### config.mk
export PLATFORM = sky130hd
export DESIGN_NAME = dchp_port
export DESIGN_NICKNAME = d
export VERILOG_FILES = /design/src/common/dchp_pkg.sv /design/src/core/dchp_port.sv /design/src/core/dchp_fifo.sv /design/src/core/dchp_dma_chan.sv
export VERILOG_INCLUDE_DIRS = /design/src /design/src/common
export SDC_FILE = /design/constraint.sdc
export NUM_CORES = 1
export LEC_CHECK = 0
export BUFFER_PORTS_ARGS = -buffer_cell sky130_fd_sc_hd__buf_2
export CORE_ASPECT_RATIO = 1.4
export CORE_MARGIN = 1.5
export CORE_UTILIZATION = 45
export CTS_BUF_LIST = sky130_fd_sc_hd__clkbuf_2 sky130_fd_sc_hd__clkbuf_4 sky130_fd_sc_hd__clkbuf_8
export CTS_CLUSTER_SIZE = 16
export DETAILED_ROUTE_END_ITERATION = 10
export PLACE_DENSITY = 0.66
export SYNTH_ARGS = -nofsm -noshare
export SYNTH_HDL_FRONTEND = slang
export SYNTH_HIERARCHICAL = 1
export SYNTH_SLANG_ARGS = --single-unit
### constraint.sdc
create_clock -name sys_clk_in -period 7.9 [get_ports sys_clk_in]
set_clock_uncertainty 0.2 [all_clocks]
set_input_delay 0 -clock sys_clk_in [delete_from_list [all_inputs] [get_ports sys_clk_in]]
set_output_delay 0 -clock sys_clk_in [all_outputs]
set_load 0.05 [all_outputs]
### src/common/dchp_regs.svh
// Register indices, field positions, reset values and sizes of the host bus port.
`ifndef DCHP_REGS_SVH
`define DCHP_REGS_SVH
`define DCHP_PORT_HC_DATA 2'h0
`define DCHP_PORT_HC_CMD 2'h1
`define DCHP_PORT_DC_DATA 2'h2
`define DCHP_PORT_DC_CMD 2'h3
`define DCHP_IDX_DMA_SETUP 7'h21
`define DCHP_IDX_XFER_COUNT 7'h22
`define DCHP_IDX_PART_ID 7'h27
`define DCHP_IDX_SCRATCH32 7'h28
`define DCHP_IDX_FIFO 7'h40
`define DCHP_CMD_WRITE_BIT 7
`define DCHP_SETUP_EN_BIT 0
`define DCHP_SETUP_DIR_BIT 1
`define DCHP_SETUP_CNT_BIT 2
`define DCHP_SETUP_ACK_BIT 3
`define DCHP_RST_WORD 16'h0000
`define DCHP_RST_CMD 8'h00
`define DCHP_BYTES_PER_WORD 16'h0002
`define DCHP_DATA_W 16
`define DCHP_FIFO_DEPTH 16
`endif

### src/common/dchp_pkg.sv
// Types shared by the host bus port modules.
package dchp_pkg;
    // Layout of a DMA setup register.
    typedef struct packed {
        logic [11:0] rsvd;
        logic ack_only;
        logic cnt_en;
        logic to_dev;
        logic en;
    } dchp_dma_setup_t;

    typedef enum logic [1:0] {
        DCHP_CH_IDLE = 2'b00,
        DCHP_CH_REQ = 2'b01,
        DCHP_CH_DONE = 2'b10
    } dchp_ch_state_t;

    // One decoded bus strobe event.
    typedef struct packed {
        logic rd_fall;
        logic wr_fall;
        logic [1:0] port;
        logic [15:0] data;
    } dchp_access_t;
endpackage

### src/core/dchp_port.sv
// Shared parallel host bus port with indexed registers, FIFO access and two DMA channels.
`timescale 1ns/1ps
`default_nettype none
`include "dchp_regs.svh"
// Overview of operation
// - Accesses decode from chip select and two address lines only: four locations.
// - Ports 00 host data, 01 host command, 10 device data, 11 device command.
// - Read strobe returns selected data port; write strobe stores command or data.
// - A command phase writes the index, then data phases reach that register.
// - A 32-bit register takes two data phases, low half first then high.
// - Index 27h returns a fixed read-only identification word on host data.
// - Identification high byte is the part type, low byte the silicon version.
// - Channel 1 serves the host FIFO, channel 2 serves the device side.
// - External end of transfer stops the running DMA transfer.
// - Writing the host DMA setup register arms the internal byte counter.
// - Counter equal to the transfer byte count ends the DMA internally.
// - A FIFO index lets successive data phases stream consecutive FIFO words.
// - The transfer byte count only ends DMA transfers; programmed FIFO cycles run unlimited.
// - Each burst starts with a request; acknowledge marks transfers until the end.
// - Bit 2 of the host DMA setup register enables the counter end.
module dchp_port #(
    parameter int FIFO_DEPTH = `DCHP_FIFO_DEPTH,
    parameter logic [7:0] PART_TYPE = 8'hA5,
    parameter logic [7:0] SILICON_REV = 8'h03
) (
    // Clock and reset.
    input wire logic sys_clk_in,
    input wire logic rstn_in,
    // Processor bus.
    input wire logic cs_n_in,
    input wire logic port_select_low_addr_in,
    input wire logic controller_select_addr_in,
    input wire logic rd_n_in,
    input wire logic wr_n_in,
    input wire logic [15:0] data_in,
    output logic [15:0] data_out,
    output logic data_oe_out,
    // DMA handshakes.
    output logic host_side_dma_request_out,
    input wire logic host_side_dma_acknowledge_n_in,
    output logic device_side_dma_request_out,
    input wire logic device_side_dma_acknowledge_n_in,
    input wire logic end_of_transfer_input_n_in,
    // Host side FIFO streams.
    output logic [15:0] host_tx_data_out,
    output logic host_tx_valid_out,
    input wire logic host_tx_ready_in,
    input wire logic [15:0] host_rx_data_in,
    input wire logic host_rx_valid_in,
    output logic host_rx_ready_out,
    // Device side word port.
    output logic [15:0] dev_wdata_out,
    output logic dev_wvalid_out,
    input wire logic [15:0] dev_rdata_in,
    output logic dev_rd_out,
    input wire logic dev_ready_in
);
    logic rd_q;
    logic wr_q;
    logic dma_busy;
    dchp_pkg::dchp_access_t acc;
    logic [7:0] host_cmd;
    logic [7:0] dev_cmd;
    logic host_half;
    dchp_pkg::dchp_dma_setup_t host_setup;
    dchp_pkg::dchp_dma_setup_t dev_setup;
    logic [15:0] host_count;
    logic [15:0] dev_count;
    logic [31:0] scratch;
    logic hd_wr;
    logic hd_rd;
    logic dd_wr;
    logic dd_rd;
    logic [6:0] host_idx;
    logic [6:0] dev_idx;
    logic ch1_xfer;
    logic ch2_xfer;
    logic tx_push;
    logic tx_ready;
    logic rx_pop;
    logic rx_valid;
    logic [15:0] rx_head;
    logic host_restart;
    logic dev_restart;
    logic [15:0] next_rdata;

    // Strobe edges qualified by chip select; an acknowledge owns the strobes.
    assign dma_busy = !host_side_dma_acknowledge_n_in | !device_side_dma_acknowledge_n_in;
    assign acc.rd_fall = rd_q & !rd_n_in & !cs_n_in & !dma_busy;
    assign acc.wr_fall = wr_q & !wr_n_in & !cs_n_in & !dma_busy;
    assign acc.port = {controller_select_addr_in, port_select_low_addr_in};
    assign acc.data = data_in;
    assign host_idx = host_cmd[6:0];
    assign dev_idx = dev_cmd[6:0];
    // Data phases follow the direction bit of the held index.
    assign hd_wr = acc.wr_fall && acc.port == `DCHP_PORT_HC_DATA && host_cmd[`DCHP_CMD_WRITE_BIT];
    assign hd_rd = acc.rd_fall && acc.port == `DCHP_PORT_HC_DATA && !host_cmd[`DCHP_CMD_WRITE_BIT];
    assign dd_wr = acc.wr_fall && acc.port == `DCHP_PORT_DC_DATA && dev_cmd[`DCHP_CMD_WRITE_BIT];
    assign dd_rd = acc.rd_fall && acc.port == `DCHP_PORT_DC_DATA && !dev_cmd[`DCHP_CMD_WRITE_BIT];
    // FIFO words stream under the FIFO index, or move by channel 1.
    assign tx_push = (hd_wr && host_idx == `DCHP_IDX_FIFO) || (ch1_xfer && host_setup.to_dev);
    assign rx_pop = (hd_rd && host_idx == `DCHP_IDX_FIFO && rx_valid) ||
        (ch1_xfer && !host_setup.to_dev);
    assign host_restart = hd_wr && host_idx == `DCHP_IDX_DMA_SETUP;
    assign dev_restart = dd_wr && dev_idx == `DCHP_IDX_DMA_SETUP;

    always_ff @(posedge sys_clk_in or negedge rstn_in) begin
        if (!rstn_in) begin
            rd_q <= 1'b1;
            wr_q <= 1'b1;
        end else begin
            rd_q <= rd_n_in;
            wr_q <= wr_n_in;
        end
    end

    // Command ports keep the index until the next command write.
    always_ff @(posedge sys_clk_in or negedge rstn_in) begin
        if (!rstn_in) begin
            host_cmd <= `DCHP_RST_CMD;
            dev_cmd <= `DCHP_RST_CMD;
        end else if (acc.wr_fall) begin
            if (acc.port == `DCHP_PORT_HC_CMD) begin
                host_cmd <= acc.data[7:0];
            end
            if (acc.port == `DCHP_PORT_DC_CMD) begin
                dev_cmd <= acc.data[7:0];
            end
        end
    end

    // Half select of the 32-bit register: low half first after each command.
    always_ff @(posedge sys_clk_in or negedge rstn_in) begin
        if (!rstn_in) begin
            host_half <= 1'b0;
        end else if (acc.wr_fall && acc.port == `DCHP_PORT_HC_CMD) begin
            host_half <= 1'b0;
        end else if ((hd_wr || hd_rd) && host_idx == `DCHP_IDX_SCRATCH32) begin
            host_half <= !host_half;
        end
    end

    // Writable host registers.
    always_ff @(posedge sys_clk_in or negedge rstn_in) begin
        if (!rstn_in) begin
            host_setup <= `DCHP_RST_WORD;
            host_count <= `DCHP_RST_WORD;
            scratch <= {`DCHP_RST_WORD, `DCHP_RST_WORD};
        end else if (hd_wr) begin
            case (host_idx)
                `DCHP_IDX_DMA_SETUP: host_setup <= acc.data;
                `DCHP_IDX_XFER_COUNT: host_count <= acc.data;
                `DCHP_IDX_SCRATCH32: begin
                    if (host_half) begin
                        scratch[31:16] <= acc.data;
                    end else begin
                        scratch[15:0] <= acc.data;
                    end
                end
                default: begin
                end
            endcase
        end
    end

    // Device side setup and count for channel 2.
    always_ff @(posedge sys_clk_in or negedge rstn_in) begin
        if (!rstn_in) begin
            dev_setup <= `DCHP_RST_WORD;
            dev_count <= `DCHP_RST_WORD;
        end else if (dd_wr) begin
            case (dev_idx)
                `DCHP_IDX_DMA_SETUP: dev_setup <= acc.data;
                `DCHP_IDX_XFER_COUNT: dev_count <= acc.data;
                default: begin
                end
            endcase
        end
    end

    // Read data selection, including the fixed identification word.
    always_comb begin
        next_rdata = data_out;
        if (ch1_xfer && !host_setup.to_dev) begin
            next_rdata = rx_head;
        end else if (ch2_xfer && !dev_setup.to_dev) begin
            next_rdata = dev_rdata_in;
        end else if (hd_rd) begin
            case (host_idx)
                `DCHP_IDX_DMA_SETUP: next_rdata = host_setup;
                `DCHP_IDX_XFER_COUNT: next_rdata = host_count;
                `DCHP_IDX_PART_ID: next_rdata = {PART_TYPE, SILICON_REV};
                `DCHP_IDX_SCRATCH32: next_rdata = host_half ? scratch[31:16] : scratch[15:0];
                `DCHP_IDX_FIFO: next_rdata = rx_valid ? rx_head : `DCHP_RST_WORD;
                default: next_rdata = `DCHP_RST_WORD;
            endcase
        end else if (dd_rd) begin
            case (dev_idx)
                `DCHP_IDX_DMA_SETUP: next_rdata = dev_setup;
                `DCHP_IDX_XFER_COUNT: next_rdata = dev_count;
                `DCHP_IDX_FIFO: next_rdata = dev_rdata_in;
                default: next_rdata = `DCHP_RST_WORD;
            endcase
        end
    end

    // Bus drive: only data ports are read, command ports never drive.
    always_ff @(posedge sys_clk_in or negedge rstn_in) begin
        if (!rstn_in) begin
            data_out <= `DCHP_RST_WORD;
            data_oe_out <= 1'b0;
        end else begin
            data_out <= next_rdata;
            data_oe_out <= (!cs_n_in && !rd_n_in && !port_select_low_addr_in && !dma_busy) ||
                (!host_side_dma_acknowledge_n_in && !host_setup.to_dev) ||
                (!device_side_dma_acknowledge_n_in && !dev_setup.to_dev);
        end
    end

    // Device side words leave as one-cycle strobes.
    always_ff @(posedge sys_clk_in or negedge rstn_in) begin
        if (!rstn_in) begin
            dev_wdata_out <= `DCHP_RST_WORD;
            dev_wvalid_out <= 1'b0;
            dev_rd_out <= 1'b0;
        end else begin
            dev_wvalid_out <= (dd_wr && dev_idx == `DCHP_IDX_FIFO) || (ch2_xfer && dev_setup.to_dev);
            dev_rd_out <= (dd_rd && dev_idx == `DCHP_IDX_FIFO) || (ch2_xfer && !dev_setup.to_dev);
            if (dd_wr || ch2_xfer) begin
                dev_wdata_out <= acc.data;
            end
        end
    end

    dchp_fifo #(.WIDTH(`DCHP_DATA_W), .DEPTH(FIFO_DEPTH)) u_tx_fifo (
        .sys_clk_in(sys_clk_in),
        .rstn_in(rstn_in),
        .in_valid_in(tx_push),
        .in_ready_out(tx_ready),
        .in_data_in(acc.data),
        .out_valid_out(host_tx_valid_out),
        .out_ready_in(host_tx_ready_in),
        .out_data_out(host_tx_data_out)
    );

    dchp_fifo #(.WIDTH(`DCHP_DATA_W), .DEPTH(FIFO_DEPTH)) u_rx_fifo (
        .sys_clk_in(sys_clk_in),
        .rstn_in(rstn_in),
        .in_valid_in(host_rx_valid_in),
        .in_ready_out(host_rx_ready_out),
        .in_data_in(host_rx_data_in),
        .out_valid_out(rx_valid),
        .out_ready_in(rx_pop),
        .out_data_out(rx_head)
    );

    dchp_dma_chan u_ch1 (
        .sys_clk_in(sys_clk_in),
        .rstn_in(rstn_in),
        .setup_in(host_setup),
        .restart_in(host_restart),
        .byte_count_in(host_count),
        .room_in(host_setup.to_dev ? tx_ready : rx_valid),
        .dack_n_in(host_side_dma_acknowledge_n_in),
        .rd_fall_in(rd_q & !rd_n_in),
        .wr_fall_in(wr_q & !wr_n_in),
        .eot_n_in(end_of_transfer_input_n_in),
        .dreq_out(host_side_dma_request_out),
        .xfer_out(ch1_xfer),
        .done_out()
    );

    dchp_dma_chan u_ch2 (
        .sys_clk_in(sys_clk_in),
        .rstn_in(rstn_in),
        .setup_in(dev_setup),
        .restart_in(dev_restart),
        .byte_count_in(dev_count),
        .room_in(dev_ready_in),
        .dack_n_in(device_side_dma_acknowledge_n_in),
        .rd_fall_in(rd_q & !rd_n_in),
        .wr_fall_in(wr_q & !wr_n_in),
        .eot_n_in(end_of_transfer_input_n_in),
        .dreq_out(device_side_dma_request_out),
        .xfer_out(ch2_xfer),
        .done_out()
    );

    a_id_read_word: assert property (@(posedge sys_clk_in) disable iff (!rstn_in)
        hd_rd && host_cmd == {1'b0, `DCHP_IDX_PART_ID} |=> data_out == {PART_TYPE, SILICON_REV})
        else $error("identification word not returned");
    a_cmd_index_held: assert property (@(posedge sys_clk_in) disable iff (!rstn_in)
        !(acc.wr_fall && acc.port == `DCHP_PORT_HC_CMD) |=> $stable(host_cmd))
        else $error("host command index changed without a command write");
    a_cmd_index_load: assert property (@(posedge sys_clk_in) disable iff (!rstn_in)
        acc.wr_fall && acc.port == `DCHP_PORT_DC_CMD |=> dev_cmd == $past(data_in[7:0]))
        else $error("device command index not stored");
    a_setup_write_dir: assert property (@(posedge sys_clk_in) disable iff (!rstn_in)
        acc.wr_fall && acc.port == `DCHP_PORT_HC_DATA && host_cmd == 8'h21 |=> $stable(host_setup))
        else $error("read index accepted a write");
    a_half_order: assert property (@(posedge sys_clk_in) disable iff (!rstn_in)
        hd_wr && host_idx == `DCHP_IDX_SCRATCH32 && host_half |=>
        scratch[31:16] == $past(data_in))
        else $error("second data phase did not reach the upper half");
    a_cs_gates_cmd: assert property (@(posedge sys_clk_in) disable iff (!rstn_in)
        cs_n_in && !device_side_dma_acknowledge_n_in |=> $stable(dev_cmd) && $stable(host_cmd))
        else $error("command changed without chip select");
    a_fifo_stream: assert property (@(posedge sys_clk_in) disable iff (!rstn_in)
        hd_wr && host_idx == `DCHP_IDX_FIFO && tx_ready && !host_tx_valid_out |=>
        host_tx_valid_out && host_tx_data_out == $past(data_in))
        else $error("FIFO data phase did not reach the buffer");
endmodule
`default_nettype wire

### src/core/dchp_fifo.sv
// Word FIFO with registered head data and registered flags.
`timescale 1ns/1ps
`default_nettype none
module dchp_fifo #(
    parameter int WIDTH = 16,
    parameter int DEPTH = 16
) (
    // Clock and reset.
    input wire logic sys_clk_in,
    input wire logic rstn_in,
    // Filling side.
    input wire logic in_valid_in,
    output logic in_ready_out,
    input wire logic [WIDTH-1:0] in_data_in,
    // Draining side.
    output logic out_valid_out,
    input wire logic out_ready_in,
    output logic [WIDTH-1:0] out_data_out
);
    localparam int AW = $clog2(DEPTH);
    logic [WIDTH-1:0] mem [DEPTH];
    logic [AW-1:0] wptr;
    logic [AW-1:0] rptr;
    logic [AW:0] count;
    logic push;
    logic pop;
    logic [AW-1:0] next_rptr;
    logic [AW:0] next_count;

    assign push = in_valid_in & in_ready_out;
    assign pop = out_ready_in & out_valid_out;
    assign next_rptr = pop ? rptr + 1'b1 : rptr;
    assign next_count = count + {{AW{1'b0}}, push} - {{AW{1'b0}}, pop};

    always_ff @(posedge sys_clk_in) begin
        if (push) begin
            mem[wptr] <= in_data_in;
        end
    end

    always_ff @(posedge sys_clk_in or negedge rstn_in) begin
        if (!rstn_in) begin
            wptr <= '0;
            rptr <= '0;
            count <= '0;
            in_ready_out <= 1'b1;
            out_valid_out <= 1'b0;
        end else begin
            wptr <= push ? wptr + 1'b1 : wptr;
            rptr <= next_rptr;
            count <= next_count;
            in_ready_out <= (next_count != DEPTH[AW:0]);
            out_valid_out <= (next_count != '0);
        end
    end

    // The head register follows the read pointer; a write into the head slot bypasses memory.
    // It holds while the buffer is empty, so unwritten slots never reach the output.
    always_ff @(posedge sys_clk_in or negedge rstn_in) begin
        if (!rstn_in) begin
            out_data_out <= '0;
        end else if (push && wptr == next_rptr) begin
            out_data_out <= in_data_in;
        end else if (next_count != '0) begin
            out_data_out <= mem[next_rptr];
        end
    end
endmodule
`default_nettype wire

### src/core/dchp_dma_chan.sv
// One DMA channel: request, acknowledge qualification and end-of-transfer.
`timescale 1ns/1ps
`default_nettype none
`include "dchp_regs.svh"
module dchp_dma_chan (
    // Clock and reset.
    input wire logic sys_clk_in,
    input wire logic rstn_in,
    // Setup.
    input wire dchp_pkg::dchp_dma_setup_t setup_in,
    input wire logic restart_in,
    input wire logic [15:0] byte_count_in,
    input wire logic room_in,
    // Master side.
    input wire logic dack_n_in,
    input wire logic rd_fall_in,
    input wire logic wr_fall_in,
    input wire logic eot_n_in,
    output logic dreq_out,
    output logic xfer_out,
    output logic done_out
);
    dchp_pkg::dchp_ch_state_t state;
    logic dack_q;
    logic [15:0] bytes;
    logic [15:0] next_bytes;
    logic hit;

    assign xfer_out = (state == dchp_pkg::DCHP_CH_REQ) &&
        (setup_in.ack_only ? (dack_q & !dack_n_in) :
        (!dack_n_in && (setup_in.to_dev ? wr_fall_in : rd_fall_in)));
    assign next_bytes = bytes + `DCHP_BYTES_PER_WORD;
    assign hit = setup_in.cnt_en && xfer_out && next_bytes == byte_count_in;
    assign done_out = state == dchp_pkg::DCHP_CH_DONE;

    always_ff @(posedge sys_clk_in or negedge rstn_in) begin
        if (!rstn_in) begin
            dack_q <= 1'b1;
        end else begin
            dack_q <= dack_n_in;
        end
    end

    always_ff @(posedge sys_clk_in or negedge rstn_in) begin
        if (!rstn_in) begin
            state <= dchp_pkg::DCHP_CH_IDLE;
            bytes <= `DCHP_RST_WORD;
        end else if (restart_in) begin
            state <= dchp_pkg::DCHP_CH_IDLE;
            bytes <= `DCHP_RST_WORD;
        end else begin
            case (state)
                dchp_pkg::DCHP_CH_IDLE: begin
                    if (setup_in.en) begin
                        state <= dchp_pkg::DCHP_CH_REQ;
                    end
                end
                dchp_pkg::DCHP_CH_REQ: begin
                    if (xfer_out) begin
                        bytes <= next_bytes;
                    end
                    if (!eot_n_in || hit) begin
                        state <= dchp_pkg::DCHP_CH_DONE;
                    end
                end
                dchp_pkg::DCHP_CH_DONE: begin
                    if (!setup_in.en) begin
                        state <= dchp_pkg::DCHP_CH_IDLE;
                        bytes <= `DCHP_RST_WORD;
                    end
                end
                default: begin
                    state <= dchp_pkg::DCHP_CH_IDLE;
                end
            endcase
        end
    end

    // The request stands through the burst while there is room or data to move.
    always_ff @(posedge sys_clk_in or negedge rstn_in) begin
        if (!rstn_in) begin
            dreq_out <= 1'b0;
        end else begin
            dreq_out <= state == dchp_pkg::DCHP_CH_REQ && eot_n_in && !hit &&
                room_in && !restart_in;
        end
    end

    a_eot_stops_req: assert property (@(posedge sys_clk_in) disable iff (!rstn_in)
        !eot_n_in |=> !dreq_out)
        else $error("request still raised after end of transfer");
    a_count_stops_req: assert property (@(posedge sys_clk_in) disable iff (!rstn_in)
        hit && !restart_in |=> done_out && !dreq_out ##1 !dreq_out)
        else $error("byte count reached but request went on");
endmodule
`default_nettype wire

Word level (Yosys, flattened, before mapping)
Memories as Yosys holds them, arrays and structs flattened. A register that Yosys moved wholly into a read port is not among the register bits.
Index checks and enable logic that the tools add are counted.
Word-level totals
  output and inout bits: 55
  bits in latches: 0
  register bits: 220
  input port bits: 61
  memory bits (read-only): 0
  bits in writable memories: 512
  word-level logic and storage cells: 232
  memories kept: 2
Cells by class
  $lt $le $gt $ge: 0
  multipliers: 0
  add/subtract/negate cells: 10
  muxes and demuxes: 39
  bitwise logic cells: 14
  equality and inequality tests: 29
  reductions and logical operators: 96
  shift-type cells: 0
  divide/modulo/power cells: 0
Memories
  u_rx_fifo.mem: depth 16, bits a word 16, rd ports 1, clocked after memory_dff 1, wr ports 1, line dchp_fifo.sv:21  | logic [WIDTH-1:0] mem [DEPTH];
  u_tx_fifo.mem: depth 16, bits a word 16, rd ports 1, clocked after memory_dff 1, wr ports 1, line dchp_fifo.sv:21
Operators with widths (count)
  2-to-1 mux 16 bit: 12
  one-hot mux 16 bit (5 select lines): 1
  one-hot mux 16 bit (2 select lines): 2
  one-hot mux 16 bit (3 select lines): 1
  logical AND 1 bit: 44
  equality test 7 x 6 -> 1 bit (second input constant): 6
  adder 16 x 2 -> 16 bit (second input constant): 2
  equality test 16 bit: 2
  != test 3 x 2 -> 1 bit (second input constant): 8
  logical NOT 1 bit: 19
  AND reduction 3 bit: 6
  adder 4 x 1 -> 4 bit (second input constant): 4
  2-to-1 mux 2 bit: 8
  equality test 7 bit (second input constant): 2
  AND 1 bit: 12
  one-hot mux 2 bit (3 select lines): 2
  AND reduction 2 bit: 6
  2-to-1 mux 1 bit: 11
  adder 5 x 1 -> 5 bit: 2
  logical OR 1 bit: 10
  != test 5 bit (second input constant): 2
  nonzero test 5 bit: 2
  subtractor 5 x 1 -> 5 bit: 2
  equality test 2 bit (second input constant): 4
  9 further kinds: 18

Depth between registers and ports, before layout
  depth in word-level cells: 14
  depth in mapped cells: 22
  gate-level depth less buffers: 17

Modules after synthesis
The synthesis kept the hierarchy.
Modules (own cells, without submodules)
  dchp_fifo at u_tx_fifo: seq. area each 8464.4 sq um, instances 1, area an instance 13102.6 sq um, cells an instance 992
  dchp_fifo at u_rx_fifo: seq. area each 8464.4 sq um, instances 1, area an instance 12040.3 sq um, cells an instance 858
  dchp_port: seq. area each 3756.1 sq um, instances 1, area an instance 7500.9 sq um, cells an instance 573
  dchp_dma_chan: seq. area each 476.7 sq um, instances 2, area an instance 1537.7 sq um, cells an instance 184

Worst setup path after synthesis
Ideal clock, no wire load.
  path kind: register to register
  from: reg rd_q
  to: reg u_rx_fifo.out_data_out[0], read port of u_rx_fifo.mem
  buffers on the path: 6
  setup time: 95 ps
  data arrival time: 5436 ps
  required time: 7605 ps
  slack: 2168 ps
  period minus slack after synthesis: 5732 ps
  stages on the path, launching flop included: 22
  path through: dfstp_2 -> nor2b_1 -> mux2i_1 -> a2111oi_4 -> nor2b_1 -> clkbuf_1 -> clkbuf_1 -> a21o_1 -> nand2_1 -> inv_1 -> buf_2 -> clkbuf_1 -> ha_1 -> inv_1 -> ha_1 -> fa_1 -> or3_1 -> clkbuf_1 -> nor3_2 -> clkbuf_1 -> nor4_1 -> o31ai_1
Between the ends
  elaborated cells on any way between the ends: 20
  those cells by class: 1 x add/sub; 1 x eq/ne; 3 x mux; 4 x bitwise; 11 x reduce/logical
RTL lines
  start, declared: line dchp_port.sv:58  | logic rd_q;
  start signal, assigned: line dchp_port.sv:112  | rd_q <= rd_n_in;
  AND 1 bit: line dchp_port.sv:265  | .rd_fall_in(rd_q & !rd_n_in),
  2-to-1 mux 1 bit: line dchp_dma_chan.sv:31  | (!dack_n_in && (setup_in.to_dev ? wr_fall_in : rd_fall_in)));
  logical AND 1 bit: line dchp_dma_chan.sv:31
  2-to-1 mux 1 bit: line dchp_dma_chan.sv:30  | (setup_in.ack_only ? (dack_q & !dack_n_in) :
  logical AND 1 bit: line dchp_dma_chan.sv:29  | assign xfer_out = (state == dchp_pkg::DCHP_CH_REQ) &&
  net ch1_xfer: line dchp_port.sv:76  | logic ch1_xfer;
  logical AND 1 bit: line dchp_port.sv:103  | (ch1_xfer && !host_setup.to_dev);
  logical OR 1 bit: line dchp_port.sv:102  | assign rx_pop = (hd_rd && host_idx == `DCHP_IDX_FIFO && rx_valid) ||
  net rx_pop: line dchp_port.sv:80  | logic rx_pop;
  AND 1 bit: line dchp_fifo.sv:31  | assign pop = out_ready_in & out_valid_out;
  subtractor 5 x 1 -> 5 bit: line dchp_fifo.sv:33  | assign next_count = count + {{AW{1'b0}}, push} - {{AW{1'b0}}, pop};
  net u_rx_fifo.next_count[1]: line dchp_fifo.sv:28  | logic [AW:0] next_count;
  nonzero test 5 bit: line dchp_fifo.sv:64  | end else if (next_count != '0) begin
  nonzero test 2 bit (no source line)
  end, declared: line dchp_fifo.sv:18  | output logic [WIDTH-1:0] out_data_out
The timed path passes the listed nets, and every way through them passes these cells.
A chain may end at the register's enable or synchronous reset.

Worst setup path in the final report
  from: reg rd_q
  to: reg u_rx_fifo.out_data_out[13], read port of u_rx_fifo.mem
The elaborated chain is that of the path after synthesis.

==> out/results.ini <==
[grt]
grt_start_max_net_pins = 166
antenna_found_initial = 10
groute.usage.overall = 0.2703
overflow = 0
first_pass_grt_wire_length_um = 163300
via_count_of_the_first_global_routing_pass = 25980

[clocking]
cts_tree = done
post_cts_repair_resize_count = 0
htree_num_levels = 3
cts_buffers = 116
clk_buf_depth = 3
cts.sinks = 762
cts.reportedPaths.clkPinSlew_ns = 0.07
worstSkewPairLatency_ns = 0.77
cts.root.buffer_cell = sky130_fd_sc_hd__clkbuf_8

[worst_hold_path]
timing.hold.worst.class = in -> reg
min_from = host_rx_data_in[7]
worst_hold_endpoint = u_rx_fifo/mem[13][7]$_DFFE_PP_
worstHoldPathCells = 2

[critical_path]
path_class = reg -> reg
largest_fanout_on_the_critical_path = 25
cp-end-kind = register
worstReg2RegStart = rd_q$_DFF_PN1_
critical_path.startpoint_type = register
critical_path.cell_chain = nor2b_1, mux2i_1, a2111oi_4, nor2b_2, a21o_1, buf_4, nand2_1, inv_1, ha_1, inv_1, ha_1, fa_1, or3_1, nor3_2, nor4_1, o31ai_1
cp_slowest_stage_delay_ns = 1.01
rr_endpoint = u_rx_fifo/out_data_out[13]$_DFFE_PN0P_
reg2reg_setup_slack_ns = 1.18
reg2regPathDepth = 16
cp.arrival_ns = 7.18
slowest_stage = sky130_fd_sc_hd__nor3_2
worstPathRequired_ns = 8.36

[routing]
routed_wirelength_um = 110100
route.vias.total = 26020
dr.pass1.iters = 10
route.detailed.wl_per_inst_um = 26.53
drt_iter0_markers = 2708
drc = 0
route.antenna.remaining_nets = 0
detail_route.vias_per_cell = 6.272

[yosys]
synth-main-ff-cell = sky130_fd_sc_hd__edfxtp_1
syn-num-nets = 2876
post_synth_num_cell_types = 114
post_synth_main_area_contributors = sky130_fd_sc_hd__edfxtp_1, sky130_fd_sc_hd__dfrtp_1, sky130_fd_sc_hd__mux2_2
synth.largest_area_cell = sky130_fd_sc_hd__edfxtp_1
ys_ff_latch = 762
number_of_enable_type_register_cells_in_the_synthesized_netlist = 512
synth.cell_area_um2 = 35720
ys_async_sr_fraction = 0.3281
synth_warnings = 6
ys_top_cells_by_count = sky130_fd_sc_hd__edfxtp_1, sky130_fd_sc_hd__dfrtp_1, sky130_fd_sc_hd__nand2_1
synth_most_common_cell = sky130_fd_sc_hd__edfxtp_1
synth_sequential_area_ratio = 0.6058
synthesis.area_per_instance_um2 = 12.80
synth_top_cell_area_share = 0.4304
syn-instance-count = 2791

[die]
floorplan.rows = 122
initial_utilization = 0.4535
floorplan.die_area_um2 = 81100
die_y_um = 336.4
ioPinCount = 116
fp.dieW_um = 241.1
placeable_core_region_um2 = 78770

[layout]
layout-drive-gt1-share = 0.2080
layoutNonFillerInstCount = 4149
area_delta_synth_final_pct = 14.83
nets = 3076
fillerInstances = 6776

[sta]
timing.final.setup_violations = 0
setup_repair_after_global_routing_missed_its_margin = no
timing_hold_violations_final = 0
finalWorstPathRequiredPeriod_ns = 6.717
worst_pin_slew_ns = 1.475
min_period_over_period = 0.8502
maxSlewViolCount = 0
tns_ns = 0
slew_headroom = 0.01680
timing.fmax_mhz = 148.9

[power]
vdd_ir_drop_max_mv = 0.2992
p_leak_nw = 15.45
cellPowerDensity_nw_per_um2 = 297.6

[placed_design]
gpl.final_weighted_congestion = 0.9044
place_hpwl_um = 70800
placedCellCount = 3811
port_bufs = 115

[outcome]
violations = max-capacitance violations
outcome = finished with violations

[job]
max-cap-violations = 1

-- metal layers --
layer / GRT usage / part of all wire / vias to the layer above
met2: 0.4696 / 0.50 / 1318
met1: 0.3184 / 0.37 / 13060
met5: 0 / 0.00064 / -
met4: 0.1371 / 0.050 / 12
met3: 0.04926 / 0.077 / 306
li1: - / - / 11330
-- registers in the layout (all words and copies together) (netlist names), 8 cells and up --
signal                  flops
u_ch1/bytes                15
host_count                 16
u_tx_fifo/mem             256
dev_setup                  16
dev_count                  16
u_tx_fifo/out_data_out     16
host_setup                 16
host_cmd                    8
data_out                   16
u_rx_fifo/out_data_out     16
scratch                    32
dev_wdata_out              16
u_rx_fifo/mem             256
u_ch2/bytes                15
dev_cmd                     8
-- report_power, final --
group	internal [mW]	switching (mW)	leakage (nW)
clock	2.03	1.63	1.41
sequential	4.61	0.314	7.90
combinational	1.15	2.48	6.15
-- cells in the final DEF (no fill, tap or decap), drive strengths merged, types with 35 or more instances in the layout --
cell type,synthesis,final
nor4,44,44
dfrtp,244,244
o21ai,113,113
clkbuf,97,175
nand4,48,48
nor2,103,103
nand3b,35,35
nor3,62,62
mux2i,66,66
nand2,194,194
o31ai,52,52
dlygate4sd3,0,115
xnor2,37,37
and3,58,58
nand3,84,84
inv,43,49
mux2,140,140
a22o,51,51
a31oi,48,48
buf,118,182
a211oi,68,68
edfxtp,512,512
a21oi,82,82
-- logic make-up (layout without fill, tap and decap cells) --
family,Yosys count,after routing,synth area share
AO/OA/AOI/OAI,711,711,0.1475
XOR/XNOR,63,63,0.01758
adder cells (fa/ha/maj),24,24,0.008827
buffers and inverters,259,559,0.03510
flip-flops,762,762,0.6058
multiplexers,206,206,0.06568
other,0,4,0
AND/OR/NAND/NOR,766,766,0.1195
-- cell type report --
type | instances | area, um2 | area share
diodes | 4 | 10.01 | 0.0002440
flip-flops and latches | 762 | 21640 | 0.5277
multi-input cells | 1770 | 12960 | 0.3160
repair buffers | 297 | 2272 | 0.05540
well taps | 1054 | 1319 | 0.03215
clock buffers | 175 | 2202 | 0.05369
inverters | 44 | 165.2 | 0.004027
clock inverters | 43 | 444.2 | 0.01083
-- worst max-delay path: cells and delay by family (launching register included) --
kind / cells / cell delay [ns]
AO/OA/AOI/OAI: 3 / 1.11
adder cells (fa/ha/maj): 3 / 0.98
buffers and inverters: 3 / 0.83
flip-flops: 1 / 0.52
multiplexers: 1 / 0.27
AND/OR/NAND/NOR: 6 / 2.71
-- worst max-delay path by stage --
| stage | startpoint | endpoint | slack [ns] | depth (start not counted) |
|---|---|---|---|---|
| 6_report | rd_q$_DFF_PN1_ | u_rx_fifo/out_data_out[13]$_DFFE_PN0P_ | 1.18 | 16 |
| 5_1_grt | rd_q$_DFF_PN1_ | u_rx_fifo/out_data_out[7]$_DFFE_PN0P_ | 0.79 | 16 |
| 4_1_cts | rd_q$_DFF_PN1_ | u_rx_fifo/out_data_out[7]$_DFFE_PN0P_ | 1.32 | 16 |
| 3_5_place_dp | rd_q$_DFF_PN1_ | u_rx_fifo/out_data_out[7]$_DFFE_PN0P_ | 1.37 | 16 |
| 3_3_place_gp | rd_q$_DFF_PN1_ | u_rx_fifo/out_data_out[4]$_DFFE_PN0P_ | 1.62 | 16 |
| 2_1_floorplan | rd_q$_DFF_PN1_ | u_rx_fifo/out_data_out[0]$_DFFE_PN0P_ | 2.17 | 21 |
-- what timing repair did --
item                                   CTS  global route
endpoints found under the hold margin  923             0
buffers inserted                         0             0
hold buffers                           116             0
-- per-stage QoR --
step | hold WS (ns) | setup slack [ns] | power [mW] | utilization | cell area [um2]
2_1_floorplan | -0.4956 | 2.168 | 7.305 | - | 35720
3_3_place_gp | -0.1154 | 1.622 | 8.388 | 0.4720 | 37180
3_5_place_dp | -0.1211 | 1.374 | 8.491 | 0.4720 | 37180
4_1_cts | 0.003069 | 1.317 | 12.19 | 0.5206 | 41000
5_1_grt | 0.05201 | 0.7889 | 12.66 | 0.5207 | 41020
6_report | 0.05746 | 1.183 | 12.21 | 0.5207 | 41020
No activity file was read; power rests on OpenSTA's default activity.
